==> config.mk <==
export PLATFORM = sky130hd
export DESIGN_NAME = cif_top
export DESIGN_NICKNAME = d
export VERILOG_FILES = /design/src/inc/cif_pkg.sv /design/src/design/cif_top.sv
export SDC_FILE = /design/constraint.sdc
export NUM_CORES = 1
export LEC_CHECK = 0
export ABC_AREA = 1
export BUFFER_PORTS_ARGS = -buffer_cell sky130_fd_sc_hd__buf_2
export CORE_MARGIN = 3
export CORE_UTILIZATION = 45
export DETAILED_ROUTE_END_ITERATION = 10
export PLACE_DENSITY = 0.7
export SLEW_MARGIN = 20
export SYNTH_ARGS = -nofsm -noshare
export SYNTH_HDL_FRONTEND = slang
export SYNTH_SLANG_ARGS = --single-unit
==> constraint.sdc <==
create_clock -name clk_sys_in -period 1.2 [get_ports clk_sys_in]
set_input_delay 0.06 -clock clk_sys_in [delete_from_list [all_inputs] [get_ports clk_sys_in]]
set_output_delay 0.06 -clock clk_sys_in [all_outputs]
set_load 0.01 [all_outputs]
==> src/inc/cif_pkg.sv <==
// Package with register map, field positions and reset values for the CAN interrupt and filter block.
package cif_pkg;

    // ****************************************
    // Register offsets
    // ****************************************
    localparam logic [7:0] CIF_ADDR_CONTROL  = 8'h20;
    localparam logic [7:0] CIF_ADDR_COMMAND  = 8'h21;
    localparam logic [7:0] CIF_ADDR_STATUS   = 8'h22;
    localparam logic [7:0] CIF_ADDR_FLAGS    = 8'h23;
    localparam logic [7:0] CIF_ADDR_CODE     = 8'h24;
    localparam logic [7:0] CIF_ADDR_MASK     = 8'h25;
    localparam logic [7:0] CIF_ADDR_TIMING0  = 8'h26;
    localparam logic [7:0] CIF_ADDR_IRQ_MASK = 8'h29;

    // ****************************************
    // Control register fields
    // ****************************************
    localparam int CIF_CTL_RESET_REQ = 0;
    localparam int CIF_CTL_RIE       = 1;
    localparam int CIF_CTL_TIE       = 2;
    localparam int CIF_CTL_EIE       = 3;
    localparam int CIF_CTL_OIE       = 4;

    // ****************************************
    // Command register fields
    // ****************************************
    localparam int CIF_CMD_RELEASE   = 2;
    localparam int CIF_CMD_CLR_OVR   = 3;
    localparam int CIF_CMD_SLEEP     = 4;

    // ****************************************
    // Flag register fields
    // ****************************************
    localparam int CIF_FLG_RECEIVE   = 0;
    localparam int CIF_FLG_TRANSMIT  = 1;
    localparam int CIF_FLG_ERROR     = 2;
    localparam int CIF_FLG_OVERRUN   = 3;
    localparam int CIF_FLG_WAKE      = 4;

    // ****************************************
    // Status register fields
    // ****************************************
    localparam int CIF_STS_RX_FULL   = 0;
    localparam int CIF_STS_OVERRUN   = 1;
    localparam int CIF_STS_TX_ACC    = 2;
    localparam int CIF_STS_ERR       = 6;
    localparam int CIF_STS_BUS       = 7;

    // ****************************************
    // Reset values and field layout
    // ****************************************
    localparam logic [7:0] CIF_RST_CONTROL  = 8'h01;
    localparam logic [7:0] CIF_RST_BYTE     = 8'h00;
    localparam logic [7:0] CIF_RST_IRQ_MASK = 8'h1F;
    localparam int         CIF_ID_MSB       = 10;
    localparam int         CIF_ID_LSB       = 3;
    localparam int         CIF_SJW_MSB      = 7;
    localparam int         CIF_SJW_LSB      = 6;
    localparam int         CIF_BRP_MSB      = 5;

endpackage : cif_pkg

==> src/design/cif_top.sv <==
// CAN interrupt flags, acceptance filter and bus timing zero register block.
//
// Added by the designer: strobed register access.
`timescale 1ns/1ps
// Notes on behaviour
// [RL1] Flag register is read-only; any read clears all flags.
// [RL2] Software must read the flag register in its handler to rearm interrupts.
// [RL3] Bus activity while asleep clears sleep and sets wake flag on the same edge.
// [RL4] Overrun flag sets on overrun only with overrun enable; cleared by read or reset request.
// [RL5] Error or bus status change sets error flag when enabled.
// [RL6] End of transmission sets transmit flag if buffer accessible and enabled.
// [RL7] Accepted message sets receive flag and buffer-full together when enabled.
// [RL8] Every message is written unless both buffers are full; only accepted ones are signalled, rejects get overwritten.
// [RL9] Code, mask and timing zero accessible only while reset request is set.
// [RL10] Code bits compare with identifier bits ten down to three, then masked.
// [RL11] Accepted message stored into a free buffer, else overrun signalled.
// [RL12] Clear mask bit needs match, set mask bit ignores; accept when all match.
// [RL13] Jump width is field value plus one, 1 to 4 clock cycles.
// [RL14] Prescaler divides so clock period is field value plus one, 1 to 64.
// [RL15] Sleep only when no flags pending and bus idle, else wake interrupt.
// [RL16] Overrun when both buffers full; new message dropped.
// [RL17] Interrupt output high while any flag is set, low after the read; code raises it only for flags enabled in the irq mask.
module cif_top (
    // Clock and reset
    input  wire logic       clk_sys_in,
    input  wire logic       rst_n_in,
    // Register port
    input  wire logic [7:0] addr_in,
    input  wire logic [7:0] wdata_in,
    input  wire logic       wr_in,
    input  wire logic       rd_in,
    output logic      [7:0] rdata_out,
    // Controller events, same clock domain
    input  wire logic       rx_done_in,
    input  wire logic [10:0] rx_id_in,
    input  wire logic       tx_done_in,
    input  wire logic       tx_buf_accessible_in,
    input  wire logic       err_status_in,
    input  wire logic       bus_status_in,
    input  wire logic       bus_idle_in,
    // Bus activity pin, asynchronous
    input  wire logic       bus_activity_in,
    // Controls to the rest of the controller
    output logic            irq_out,
    output logic            reset_req_out,
    output logic            sleep_out,
    output logic            rx_store_out,
    output logic            rx_wr_sel_out,
    output logic      [1:0] resync_jump_width_out,
    output logic      [5:0] baud_prescaler_out
);

    // ****************************************
    // Registers and bus decode
    // ****************************************
    logic [7:0] control_q;
    logic [7:0] accept_code_q;
    logic [7:0] accept_mask_q;
    logic [7:0] bit_timing_zero_q;
    logic [7:0] irq_mask_q;
    logic [7:0] irq_mask_d;
    logic [7:0] irq_flags_q;
    logic [7:0] irq_flags_d;
    logic       sleep_q;
    logic       ovr_q;
    logic       err_q;
    logic       bus_q;
    logic [1:0] full_q;
    logic       cpu_buf_q;
    logic [1:0] act_sync_q;
    logic       rx_store_q;
    logic       rx_wr_sel_q;
    logic       irq_q;

    wire cfg_open  = control_q[cif_pkg::CIF_CTL_RESET_REQ];
    wire wr_ctl    = wr_in && (addr_in == cif_pkg::CIF_ADDR_CONTROL);
    wire wr_cmd    = wr_in && (addr_in == cif_pkg::CIF_ADDR_COMMAND);
    wire wr_code   = wr_in && cfg_open && (addr_in == cif_pkg::CIF_ADDR_CODE);    // RL9
    wire wr_mask   = wr_in && cfg_open && (addr_in == cif_pkg::CIF_ADDR_MASK);    // RL9
    wire wr_tim    = wr_in && cfg_open && (addr_in == cif_pkg::CIF_ADDR_TIMING0); // RL9
    wire wr_imask  = wr_in && (addr_in == cif_pkg::CIF_ADDR_IRQ_MASK);
    wire rd_flags  = rd_in && (addr_in == cif_pkg::CIF_ADDR_FLAGS);               // RL1
    wire release_c = wr_cmd && wdata_in[cif_pkg::CIF_CMD_RELEASE];
    wire clr_ovr_c = wr_cmd && wdata_in[cif_pkg::CIF_CMD_CLR_OVR];
    wire sleep_req = wr_cmd && wdata_in[cif_pkg::CIF_CMD_SLEEP];
    assign irq_mask_d = wr_imask ? wdata_in : irq_mask_q;

    // ****************************************
    // Acceptance filter
    // ****************************************
    wire [7:0] id_top   = rx_id_in[cif_pkg::CIF_ID_MSB:cif_pkg::CIF_ID_LSB]; // RL10
    logic [7:0] bit_hit;
    for (genvar gi = 0; gi < 8; gi++) begin : g_filter_bit
        assign bit_hit[gi] = accept_mask_q[gi] || (id_top[gi] == accept_code_q[gi]); // RL12
    end
    wire       accepted = rx_done_in && (&bit_hit);                         // RL12
    wire       no_free  = &full_q;
    wire       store_ok = accepted && !no_free;                             // RL11
    wire       overrun  = accepted && no_free;                              // RL16
    // The buffer written next is the one not owned by the CPU when it holds a message.
    wire       wr_sel   = full_q[cpu_buf_q] ? ~cpu_buf_q : cpu_buf_q;

    // Full bits as registered at the next edge, after this cycle's release and store.
    logic [1:0] full_d;
    logic       cpu_buf_d;
    always_comb begin
        full_d    = full_q;
        cpu_buf_d = cpu_buf_q;
        if (release_c && full_q[cpu_buf_q]) begin
            full_d[cpu_buf_q] = 1'b0;
            cpu_buf_d         = ~cpu_buf_q;
        end
        if (store_ok) begin
            full_d[wr_sel] = 1'b1; // RL11
        end
    end

    wire rx_full_now = full_d[cpu_buf_d];

    // ****************************************
    // Event detection
    // ****************************************
    wire act_seen   = act_sync_q[1] && sleep_q;
    wire sleep_deny = sleep_req && (!bus_idle_in || (irq_flags_q != 8'h00)); // RL15
    wire err_change = (err_status_in != err_q) || (bus_status_in != bus_q);

    // Set wins over a clear by read in the same cycle.
    always_comb begin
        irq_flags_d = rd_flags ? 8'h00 : irq_flags_q; // RL1
        if (wr_ctl && wdata_in[cif_pkg::CIF_CTL_RESET_REQ]) begin
            irq_flags_d[cif_pkg::CIF_FLG_OVERRUN]  = 1'b0; // RL4
            irq_flags_d[cif_pkg::CIF_FLG_TRANSMIT] = 1'b0; // RL6
            irq_flags_d[cif_pkg::CIF_FLG_RECEIVE]  = 1'b0; // RL7
        end
        if (act_seen || sleep_deny) begin
            irq_flags_d[cif_pkg::CIF_FLG_WAKE] = 1'b1; // RL3
        end
        if (overrun && control_q[cif_pkg::CIF_CTL_OIE]) begin
            irq_flags_d[cif_pkg::CIF_FLG_OVERRUN] = 1'b1; // RL4
        end
        if (err_change && control_q[cif_pkg::CIF_CTL_EIE]) begin
            irq_flags_d[cif_pkg::CIF_FLG_ERROR] = 1'b1; // RL5
        end
        if (tx_done_in && tx_buf_accessible_in && control_q[cif_pkg::CIF_CTL_TIE]) begin
            irq_flags_d[cif_pkg::CIF_FLG_TRANSMIT] = 1'b1; // RL6
        end
        if (store_ok && control_q[cif_pkg::CIF_CTL_RIE]) begin
            irq_flags_d[cif_pkg::CIF_FLG_RECEIVE] = 1'b1; // RL7
        end
        irq_flags_d[7:5] = 3'b000;
    end

    // ****************************************
    // Read multiplexer
    // ****************************************
    wire [7:0] status_v = {bus_q, err_q, 3'b000, tx_buf_accessible_in, ovr_q, full_q[cpu_buf_q]};
    logic [7:0] rdata_d;
    always_comb begin
        case (addr_in)
            cif_pkg::CIF_ADDR_CONTROL:  rdata_d = control_q;
            cif_pkg::CIF_ADDR_COMMAND:  rdata_d = {3'b000, sleep_q, 4'h0};
            cif_pkg::CIF_ADDR_STATUS:   rdata_d = status_v;
            cif_pkg::CIF_ADDR_FLAGS:    rdata_d = irq_flags_q;
            cif_pkg::CIF_ADDR_CODE:     rdata_d = cfg_open ? accept_code_q : 8'h00;     // RL9
            cif_pkg::CIF_ADDR_MASK:     rdata_d = cfg_open ? accept_mask_q : 8'h00;     // RL9
            cif_pkg::CIF_ADDR_TIMING0:  rdata_d = cfg_open ? bit_timing_zero_q : 8'h00; // RL9
            cif_pkg::CIF_ADDR_IRQ_MASK: rdata_d = irq_mask_q;
            default:                    rdata_d = 8'h00;
        endcase
    end

    // ****************************************
    // Storage
    // ****************************************
    always_ff @(posedge clk_sys_in) begin
        if (!rst_n_in) begin
            control_q         <= cif_pkg::CIF_RST_CONTROL;
            accept_code_q     <= cif_pkg::CIF_RST_BYTE;
            accept_mask_q     <= cif_pkg::CIF_RST_BYTE;
            bit_timing_zero_q <= cif_pkg::CIF_RST_BYTE;
            irq_mask_q        <= cif_pkg::CIF_RST_IRQ_MASK;
            irq_flags_q       <= cif_pkg::CIF_RST_BYTE;
            rdata_out         <= cif_pkg::CIF_RST_BYTE;
        end else begin
            if (wr_ctl) begin
                control_q <= wdata_in;
            end
            if (wr_code) begin
                accept_code_q <= wdata_in; // RL9
            end
            if (wr_mask) begin
                accept_mask_q <= wdata_in; // RL9
            end
            if (wr_tim) begin
                bit_timing_zero_q <= wdata_in; // RL9
            end
            irq_mask_q  <= irq_mask_d;
            irq_flags_q <= irq_flags_d;
            rdata_out   <= rd_in ? rdata_d : 8'h00;
        end
    end

    // Sleep is refused when a flag is pending or the bus is busy.
    always_ff @(posedge clk_sys_in) begin
        if (!rst_n_in) begin
            sleep_q    <= 1'b0;
            act_sync_q <= 2'b00;
            err_q      <= 1'b0;
            bus_q      <= 1'b0;
        end else begin
            act_sync_q <= {act_sync_q[0], bus_activity_in};
            err_q      <= err_status_in;
            bus_q      <= bus_status_in;
            if (act_seen) begin
                sleep_q <= 1'b0; // RL3
            end else if (wr_cmd) begin
                sleep_q <= wdata_in[cif_pkg::CIF_CMD_SLEEP] && !sleep_deny; // RL15
            end
        end
    end

    // Receive buffers: a rejected frame leaves the write pointer in place for reuse.
    always_ff @(posedge clk_sys_in) begin
        if (!rst_n_in) begin
            full_q      <= 2'b00;
            cpu_buf_q   <= 1'b0;
            ovr_q       <= 1'b0;
            rx_store_q  <= 1'b0;
            rx_wr_sel_q <= 1'b0;
            irq_q       <= 1'b0;
        end else begin
            full_q      <= full_d;
            cpu_buf_q   <= cpu_buf_d;
            if (overrun) begin
                ovr_q <= 1'b1; // RL16
            end else if (clr_ovr_c) begin
                ovr_q <= 1'b0;
            end
            // A frame that finds both buffers held is dropped, not written over a held one.
            rx_store_q  <= rx_done_in && !no_free; // RL8
            rx_wr_sel_q <= wr_sel;                 // RL8
            irq_q       <= |(irq_flags_d & irq_mask_d); // RL17
        end
    end

    // ****************************************
    // Outputs
    // ****************************************
    // Timing fields go out raw; the bit timer adds one to each.
    assign irq_out               = irq_q;
    assign reset_req_out         = control_q[cif_pkg::CIF_CTL_RESET_REQ];
    assign sleep_out             = sleep_q;
    assign rx_store_out          = rx_store_q;
    assign rx_wr_sel_out         = rx_wr_sel_q;
    assign resync_jump_width_out = bit_timing_zero_q[cif_pkg::CIF_SJW_MSB:cif_pkg::CIF_SJW_LSB]; // RL13
    assign baud_prescaler_out    = bit_timing_zero_q[cif_pkg::CIF_BRP_MSB:0]; // RL14

    // ****************************************
    // Assertions
    // ****************************************
    // Read-clear is checked only in cycles with no setting event, since a set wins.
    AST_READ_CLEARS: assert property (@(posedge clk_sys_in) disable iff (!rst_n_in) // RL1
        rd_flags && !act_seen && !sleep_deny && !accepted && !tx_done_in && !err_change
        |=> irq_flags_q == 8'h00)
        else $error("flag read did not clear");

    AST_WAKE: assert property (@(posedge clk_sys_in) disable iff (!rst_n_in) // RL3
        act_seen |=> !sleep_q && irq_flags_q[cif_pkg::CIF_FLG_WAKE])
        else $error("wake missing");

    AST_OVR_GATE: assert property (@(posedge clk_sys_in) disable iff (!rst_n_in) // RL4
        !control_q[cif_pkg::CIF_CTL_OIE] && !irq_flags_q[cif_pkg::CIF_FLG_OVERRUN]
        |=> !irq_flags_q[cif_pkg::CIF_FLG_OVERRUN])
        else $error("overrun flag ungated");

    AST_ERR: assert property (@(posedge clk_sys_in) disable iff (!rst_n_in) // RL5
        err_change && control_q[cif_pkg::CIF_CTL_EIE] |=> irq_flags_q[cif_pkg::CIF_FLG_ERROR])
        else $error("error flag missing");

    AST_TX: assert property (@(posedge clk_sys_in) disable iff (!rst_n_in) // RL6
        tx_done_in && tx_buf_accessible_in && control_q[cif_pkg::CIF_CTL_TIE]
        |=> irq_flags_q[cif_pkg::CIF_FLG_TRANSMIT])
        else $error("transmit flag missing");

    AST_RX: assert property (@(posedge clk_sys_in) disable iff (!rst_n_in) // RL7
        store_ok && control_q[cif_pkg::CIF_CTL_RIE]
        |=> irq_flags_q[cif_pkg::CIF_FLG_RECEIVE] && (|full_q))
        else $error("receive flag missing");

    AST_CFG_LOCK: assert property (@(posedge clk_sys_in) disable iff (!rst_n_in) // RL9
        !cfg_open |=> $stable(accept_code_q) && $stable(accept_mask_q)
        && $stable(bit_timing_zero_q))
        else $error("config changed while locked");

    AST_OVERRUN: assert property (@(posedge clk_sys_in) disable iff (!rst_n_in) // RL16
        overrun |=> ovr_q && $stable(full_q))
        else $error("overrun not flagged");

    AST_IRQ: assert property (@(posedge clk_sys_in) disable iff (!rst_n_in) // RL17
        (irq_flags_q & irq_mask_q) == 8'h00 |-> !irq_out)
        else $error("irq without flag");

    AST_IRQ_FOLLOW: assert property (@(posedge clk_sys_in) disable iff (!rst_n_in) // RL17
        irq_out == |(irq_flags_q & irq_mask_q))
        else $error("irq mismatches flags");

    AST_SLEEP_DENY: assert property (@(posedge clk_sys_in) disable iff (!rst_n_in) // RL15
        sleep_deny |=> !sleep_q && irq_flags_q[cif_pkg::CIF_FLG_WAKE])
        else $error("refused sleep gave no wake flag");

    AST_STORE: assert property (@(posedge clk_sys_in) disable iff (!rst_n_in) // RL8
        rx_done_in && !no_free |=> rx_store_out)
        else $error("frame not written");

    AST_DROP: assert property (@(posedge clk_sys_in) disable iff (!rst_n_in) // RL16
        overrun |=> !rx_store_out)
        else $error("overrun frame written");

    AST_RBS: assert property (@(posedge clk_sys_in) disable iff (!rst_n_in) // RL7
        store_ok |=> full_q[cpu_buf_q])
        else $error("buffer full status missing");

    AST_REJECT_KEEPS: assert property (@(posedge clk_sys_in) disable iff (!rst_n_in) // RL12
        rx_done_in && !accepted && !release_c |=> $stable(full_q))
        else $error("rejected frame took a buffer");

    AST_ERR_GATE: assert property (@(posedge clk_sys_in) disable iff (!rst_n_in) // RL5
        !control_q[cif_pkg::CIF_CTL_EIE] && !irq_flags_q[cif_pkg::CIF_FLG_ERROR]
        |=> !irq_flags_q[cif_pkg::CIF_FLG_ERROR])
        else $error("error flag ungated");

    AST_TX_GATE: assert property (@(posedge clk_sys_in) disable iff (!rst_n_in) // RL6
        !tx_buf_accessible_in && !irq_flags_q[cif_pkg::CIF_FLG_TRANSMIT]
        |=> !irq_flags_q[cif_pkg::CIF_FLG_TRANSMIT])
        else $error("transmit flag without access");

    AST_RR_CLEARS: assert property (@(posedge clk_sys_in) disable iff (!rst_n_in) // RL4
        wr_ctl && wdata_in[cif_pkg::CIF_CTL_RESET_REQ] && !overrun
        |=> !irq_flags_q[cif_pkg::CIF_FLG_OVERRUN])
        else $error("reset request left overrun flag");

    AST_WAKE_ASLEEP: assert property (@(posedge clk_sys_in) disable iff (!rst_n_in) // RL3
        !act_seen && !sleep_deny && !irq_flags_q[cif_pkg::CIF_FLG_WAKE]
        |=> !irq_flags_q[cif_pkg::CIF_FLG_WAKE])
        else $error("wake flag without cause");

    AST_OVR_STS: assert property (@(posedge clk_sys_in) disable iff (!rst_n_in) // RL16
        clr_ovr_c && !overrun |=> !ovr_q)
        else $error("overrun status not cleared");

    AST_OVR_HOLD: assert property (@(posedge clk_sys_in) disable iff (!rst_n_in) // RL16
        ovr_q && !clr_ovr_c |=> ovr_q)
        else $error("overrun status lost");

    AST_RIF_GATE: assert property (@(posedge clk_sys_in) disable iff (!rst_n_in) // RL7
        !control_q[cif_pkg::CIF_CTL_RIE] && !irq_flags_q[cif_pkg::CIF_FLG_RECEIVE]
        |=> !irq_flags_q[cif_pkg::CIF_FLG_RECEIVE])
        else $error("receive flag ungated");

    AST_RELEASE: assert property (@(posedge clk_sys_in) disable iff (!rst_n_in) // RL11
        release_c && !store_ok |=> !full_q[$past(cpu_buf_q)])
        else $error("released buffer still full");

    AST_CFG_WR: assert property (@(posedge clk_sys_in) disable iff (!rst_n_in) // RL9
        wr_code |=> accept_code_q == $past(wdata_in))
        else $error("code write lost");

    // ****************************************
    // Cover points
    // ****************************************
    COV_RX: cover property (@(posedge clk_sys_in) store_ok ##1 rd_flags);
    COV_OVR: cover property (@(posedge clk_sys_in) overrun);
    COV_WAKE: cover property (@(posedge clk_sys_in) act_seen);
    COV_DENY: cover property (@(posedge clk_sys_in) sleep_deny);
    COV_TX: cover property (@(posedge clk_sys_in) tx_done_in && tx_buf_accessible_in);

endmodule : cif_top

# After elaboration in Yosys (flattened, before gate mapping)
# Cells that the tools add are included.
[totals]
ff_bits = 65
inputBits = 38
output_inout_bits = 21
[classes]
n_bitwise = 6
n_lt_le_gt_ge = 4
eq_ne = 18
mux = 24
n_reduce_logical = 48
[ops]
columns = ["operator", "count"]
rows = [
  ["$eq A8 B6 Y1 const B", 8],
  ["$pmux W8 S8", 1],
  ["$mux W8", 4],
  ["$logic_and A1 B1 Y1", 27],
  ["$mux W1", 13],
  ["$logic_or A1 B1 Y1", 11],
  ["$and A5 B8 Y8", 1],
  ["$eq A1 B1 Y1", 8],
  ["$reduce_and A8 Y1", 1],
  ["$reduce_bool A8 Y1", 1],
  ["$reduce_or A8 Y1", 1],
  ["$mux W2", 3],
  ["$mux W5", 1],
  ["$lt A1 B2 Y1 const B", 2],
  ["$reduce_and A2 Y1", 2],
  ["$logic_not A1 Y1", 3],
  ["$and A2 B2 Y2", 1],
  ["$demux W1 S1", 2],
  ["$ge A1 B1 Y1 const B", 2],
  ["$ne A1 B1 Y1", 2],
  ["$not A1 Y1", 2],
  ["$not A2 Y2", 1],
  ["$or A2 B2 Y2", 1],
  ["$reduce_bool A2 Y1", 1],
  ["$reduce_or A2 Y1", 1],
]

# Longest topological paths before layout
[depth]
depth_word = 9
mapped_depth = 13
depth_no_buf = 13

# Worst setup path after synthesis
# Ideal clock, no wire load.
[synth_path]
path_kind = "register to register"
startpoint = "register control_q[0]"
endpoint = "register accept_code_q[5]"
setup_ps = 128
t_required_ps = 1072
slack_ps = -212
stages_incl_launch_ff = 8
t_arrival_ps = 1285
period_less_slack_ps = 1412
n_path_buf = 2
cell_sequence = "dfxtp_1 clkbuf_1 nand2_1 inv_1 nand3_1 clkbuf_1 o21ai_0 a21oi_1"
[synth_between]
elab_chain_cells = 2
[synth_lines]
columns = ["element", "line", "text"]
rows = [
  ["from (decl)", "cif_top.sv:56", "logic [7:0] control_q;"],
  ["from (signal assigned)", "cif_top.sv:177", "control_q <= cif_pkg::CIF_RST_CONTROL;"],
  ["from (signal assigned)", "cif_top.sv:186", "control_q <= wdata_in;"],
  ["$logic_and A1 B1 Y1 (2 in a row)", "cif_top.sv:78", "wire wr_code = wr_in && cfg_open && (addr_in == cif_pkg::CIF_ADDR_CODE);"],
  ["to (signal assigned)", "cif_top.sv:178", "accept_code_q <= cif_pkg::CIF_RST_BYTE;"],
  ["to (signal assigned)", "cif_top.sv:189", "accept_code_q <= wdata_in;"],
  ["to (decl)", "cif_top.sv:57", "logic [7:0] accept_code_q;"],
]
# Every way passes these cells.
# A chain may end at the register's enable or synchronous reset.

# Final worst setup path
[layout_path]
startpoint = "register accept_code_q[2]"
endpoint = "register full_q[0]"
[layout_between]
elab_chain_cells = 6
[layout_lines]
columns = ["element", "line", "text"]
rows = [
  ["$eq A1 B1 Y1", "cif_top.sv:94", "assign bit_hit[gi] = accept_mask_q[gi] || (id_top[gi] == accept_code_q[gi]);"],
  ["$logic_or A1 B1 Y1", "cif_top.sv:94", ""],
  ["$reduce_and A8 Y1", "cif_top.sv:96", "wire accepted = rx_done_in && (&bit_hit);"],
  ["$logic_and A1 B1 Y1", "cif_top.sv:96", ""],
  ["$logic_and A1 B1 Y1", "cif_top.sv:98", "wire store_ok = accepted && !no_free;"],
  ["$mux W2", "cif_top.sv:113", "if (store_ok) begin"],
  ["to (signal assigned)", "cif_top.sv:232", "full_q <= full_d;"],
  ["to (decl)", "cif_top.sv:68", "logic [1:0] full_q;"],
]
# Every way passes these cells.

==> metrics.log <==
[metrics] H-tree depth: 3
[metrics] Non-Filler Instances: 624
[metrics] number of DRC violations after detailed routing: 0
[metrics] final estimated routing congestion in global placement: 0.963
[metrics] global-route wire length before repair: 14.3 mm
[metrics] final routed wirelength across all metal layers: 8.82 mm
[metrics] placeable core area: 6390 um2
[metrics] total global routing overflow: 0
[metrics] least setup slack across all paths after layout: -119 ps
[metrics] Critical Path AT: 1600 ps
[metrics] status: complete, but fails checks
[metrics] largest fanout on the critical path: 3
[metrics] Synth Area per Inst: 7.00 um2
[metrics] clock sink count: 65
[metrics] Routed Antenna Nets: 0
[metrics] CP startpoint kind: register
[metrics] Area growth, synth to finish: 38.4%
[metrics] detailed-routing iteration count for the pre-antenna-repair pass: 7
[metrics] antenna violations before repair: 0
[metrics] sequential-to-total area share from yosys stat: 0.436
[metrics] WL per Instance: 14.1 um
[metrics] final hold violation count: 0
[metrics] cell leakage power: 1.85 nW
[metrics] most common cell type on the critical path: sky130_fd_sc_hd__nand2_2
[metrics] die footprint: 7650 um2
[metrics] via density per instance: 5.11
[metrics] Worst-Margin Slew: 470 ps
[metrics] number of max-capacitance violations reported: 0
[metrics] slowest cell delay on critical path: 330 ps
[metrics] Post-Place Setup Slack: -322 ps
[metrics] fraction of the mapped netlist area in adder cells: 0
[metrics] Worst Hold Slack: 11.8 ps
[metrics] worst-skew pair later-pin latency: 350 ps
[metrics] synthesized instance count: 427
[metrics] count of yosys warnings during synthesis: 0
[metrics] ports placed on the boundary: 59
[metrics] mux contribution to synthesized area: 0
[metrics] final worst-path cycle share: 1.10
[metrics] #FFs+latches synth: 65
[metrics] kind of path behind the tightest hold check: in2reg
[metrics] maximum clock skew at final layout: 10.2 ps
[metrics] DR iter-0 viols: 183
[metrics] Post-Synth Simple-Gate Area: 0.232
[metrics] crit path time final: 1320 ps
[metrics] failing checks: negative setup slack
[metrics] dominant combinational cell family by area after synthesis: simple AND/OR/NAND/NOR gates
[metrics] buffer type at the clock tree root: sky130_fd_sc_hd__clkbuf_8
[metrics] cell-by-cell listing of the critical path: inv_2, nand2_2, nand3_2, nand2_2, nor2_4, nand2_2, nor2_4, buf_6, nand2_2, inv_2, nand2_2, a21oi_2
[metrics] endpoint class of the critical path: register
[metrics] net count after synthesis: 465
[metrics] initial core utilization: 0.468
[metrics] height of the chip: 87.5 um
[metrics] area of the mapped netlist: 2990 um2
[metrics] Max stage delay cell, worst path: sky130_fd_sc_hd__dfxtp_2
[metrics] count of port buffers added during placement: 55
[metrics] number of distinct library cells after synthesis: 31
[metrics] unrepaired setup endpoints after global routing: yes
[metrics] fraction of synthesized cell area in xor and xnor cells: 0.00879
[metrics] path type of the worst setup path: reg2reg
[metrics] Clock Pin Slew Worst Setup and Hold Paths: 70 ps
[metrics] area fraction in compound gates after synthesis: 0.218
[metrics] fmax: 758 MHz
[metrics] number of buffers created by CTS: 9
[metrics] Final nets: 581
[metrics] final number of max-transition violations: 0
[metrics] share of cells above drive strength 1: 0.344
[metrics] cell total after placement: 600
[metrics] CTS Buffer Depth: 2
[metrics] via total after detailed routing: 3,191
[metrics] Die Span X: 87.5 um
[metrics] number of global-route vias before repair: 3,090
[metrics] TritonCTS clock tree: yes
[metrics] Antenna diodes: 0
[metrics] maximum number of pins on one net before global-route repair: 20
[metrics] Core Rows: 29
[metrics] endpoint required time on the critical path: 1490 ps
[metrics] worst slew margin relative to its limit: 0.687
[metrics] Final HPWL DP: 6.45 mm
[metrics] VDD IR-drop max: 0.810 mV
[metrics] Setup Viol. Count Final: 6
[metrics] total global-route track usage: 0.243
[metrics] power density over cell area: 1040 nW/um2
-- state kept, by name, indices dropped and copies added, names as in the netlist --
name / flops
irq_mask_q: 8
full_q: 2
ovr_q: 1
accept_code_q: 8
cpu_buf_q: 1
irq_flags_q: 5
bit_timing_zero_q: 8
rdata_out: 8
err_q: 1
accept_mask_q: 8
sleep_out: 1
rx_store_out: 1
control_q: 8
irq_out: 1
bus_q: 1
rx_wr_sel_out: 1
act_sync_q: 2
-- worst paths after layout --
path / from / to / slack, ps / cells after the start
max: accept_code_q[2] / full_q[0] / -120 / 12
min: wdata_in[5] / irq_mask_q[5] / 10 / 3
min reg2reg: act_sync_q[0] / act_sync_q[1] / 420 / 2
max reg2reg: accept_code_q[2] / full_q[0] / -120 / 12
-- placed cells by master, fill, tap and decap left out, drive strengths merged --
cell type    instances
o31ai                1
nor3                 1
o2111a               1
xor2                 2
a32o                 1
nand4                3
dfxtp               65
a221oi               1
nor2                40
clkinv               2
or2                  3
clkinvlp             1
o21ai               55
inv                 70
clkbuf              11
o22ai                9
a21oi               49
a31oi                1
a41oi                2
bufinv               1
buf                111
xnor2                1
nand2               86
nand3               25
dlygate4sd3          5
-- what timing repair did --
| item | CTS | global route |
|---|---|---|
| hold buffers | 5 | 0 |
| endpoints found under the hold margin | 5 | 0 |
| pin swaps | 6 | 17 |
| setup endpoints to repair | 6 | 16 |
| setup buffers | 2 | 3 |
| gates resized for setup | 11 | 44 |
-- cells in the mapped netlist --
cell,instances,area (um2)
sky130_fd_sc_hd__o22ai_1,9,56.3
sky130_fd_sc_hd__nor2_4,3,33.8
sky130_fd_sc_hd__xor2_1,2,17.5
sky130_fd_sc_hd__or2_1,1,6.26
sky130_fd_sc_hd__a21oi_1,48,240
sky130_fd_sc_hd__a32o_1,1,10.0
sky130_fd_sc_hd__inv_1,69,259
sky130_fd_sc_hd__clkbuf_1,7,26.3
sky130_fd_sc_hd__xnor2_1,1,8.76
sky130_fd_sc_hd__a21oi_2,1,8.76
sky130_fd_sc_hd__nand2_1,84,315
sky130_fd_sc_hd__buf_2,3,15.0
sky130_fd_sc_hd__or2_2,2,12.5
sky130_fd_sc_hd__o21ai_0,53,265
sky130_fd_sc_hd__nand3_1,22,110
sky130_fd_sc_hd__nand2_2,2,12.5
sky130_fd_sc_hd__nor2_1,35,131
sky130_fd_sc_hd__o31ai_1,1,7.51
sky130_fd_sc_hd__a41oi_1,2,17.5
sky130_fd_sc_hd__nand4_1,3,18.8
sky130_fd_sc_hd__a31oi_1,1,6.26
sky130_fd_sc_hd__inv_2,1,3.75
sky130_fd_sc_hd__o21ai_1,1,5.00
sky130_fd_sc_hd__buf_6,1,11.3
sky130_fd_sc_hd__o2111a_1,1,11.3
sky130_fd_sc_hd__nand3_2,3,30.0
sky130_fd_sc_hd__dfxtp_1,65,1300
sky130_fd_sc_hd__nor3_2,1,10.0
sky130_fd_sc_hd__o21ai_2,1,8.76
sky130_fd_sc_hd__nor2_2,2,12.5
sky130_fd_sc_hd__a221oi_2,1,15.0
-- critical path: cells and delay by family, from the launching register on --
| family | cells | cell delay [ps] |
|---|---|---|
| and+or+nand+nor | 8 | 560 |
| AOI/OAI and AO/OA | 1 | 100 |
| DFF | 1 | 330 |
| buffers and inverters | 3 | 250 |
-- metal layers --
metal | track usage | part of all wire
met1 | 0.305 | 0.45
met2 | 0.404 | 0.48
met3 | 0.0397 | 0.055
met4 | 0.114 | 0.023
met5 | 0 | 0
-- stage by stage --
stage | area [um2] | total power [W] | setup TNS (ps) | utilization
after floorplan | 3030 | 0.00235 | 0 | -
after global placement | 3740 | 0.00250 | -3570 | 0.586
after detailed placement | 3740 | 0.00251 | -5310 | 0.586
after CTS | 4010 | 0.00431 | -888 | 0.629
after global routing | 4130 | 0.00446 | -1060 | 0.647
final | 4130 | 0.00431 | -471 | 0.647
-- report_power, final --
group          internal, W  switching (W)
clock network     0.000956       0.000863
registers          0.00217     0.00000583
logic             0.000135       0.000186
-- kinds of logic after synthesis --
kind of cell,count (synthesis)
AND/OR/NAND/NOR,158
AO/OA/AOI/OAI,120
buffers and inverters,81
flip-flops,65
XOR/XNOR,3
-- area by class of cell --
class | instances | area (um2)
multi-input cells | 281 | 1500
clock buffers | 11 | 131
fillers | 587 | 2250
flip-flops and latches | 65 | 1310
well taps | 77 | 96.3
clock inverters | 4 | 55.1
repair buffers | 116 | 778
inverters | 70 | 263
Power figures use the tool's default switching activity.
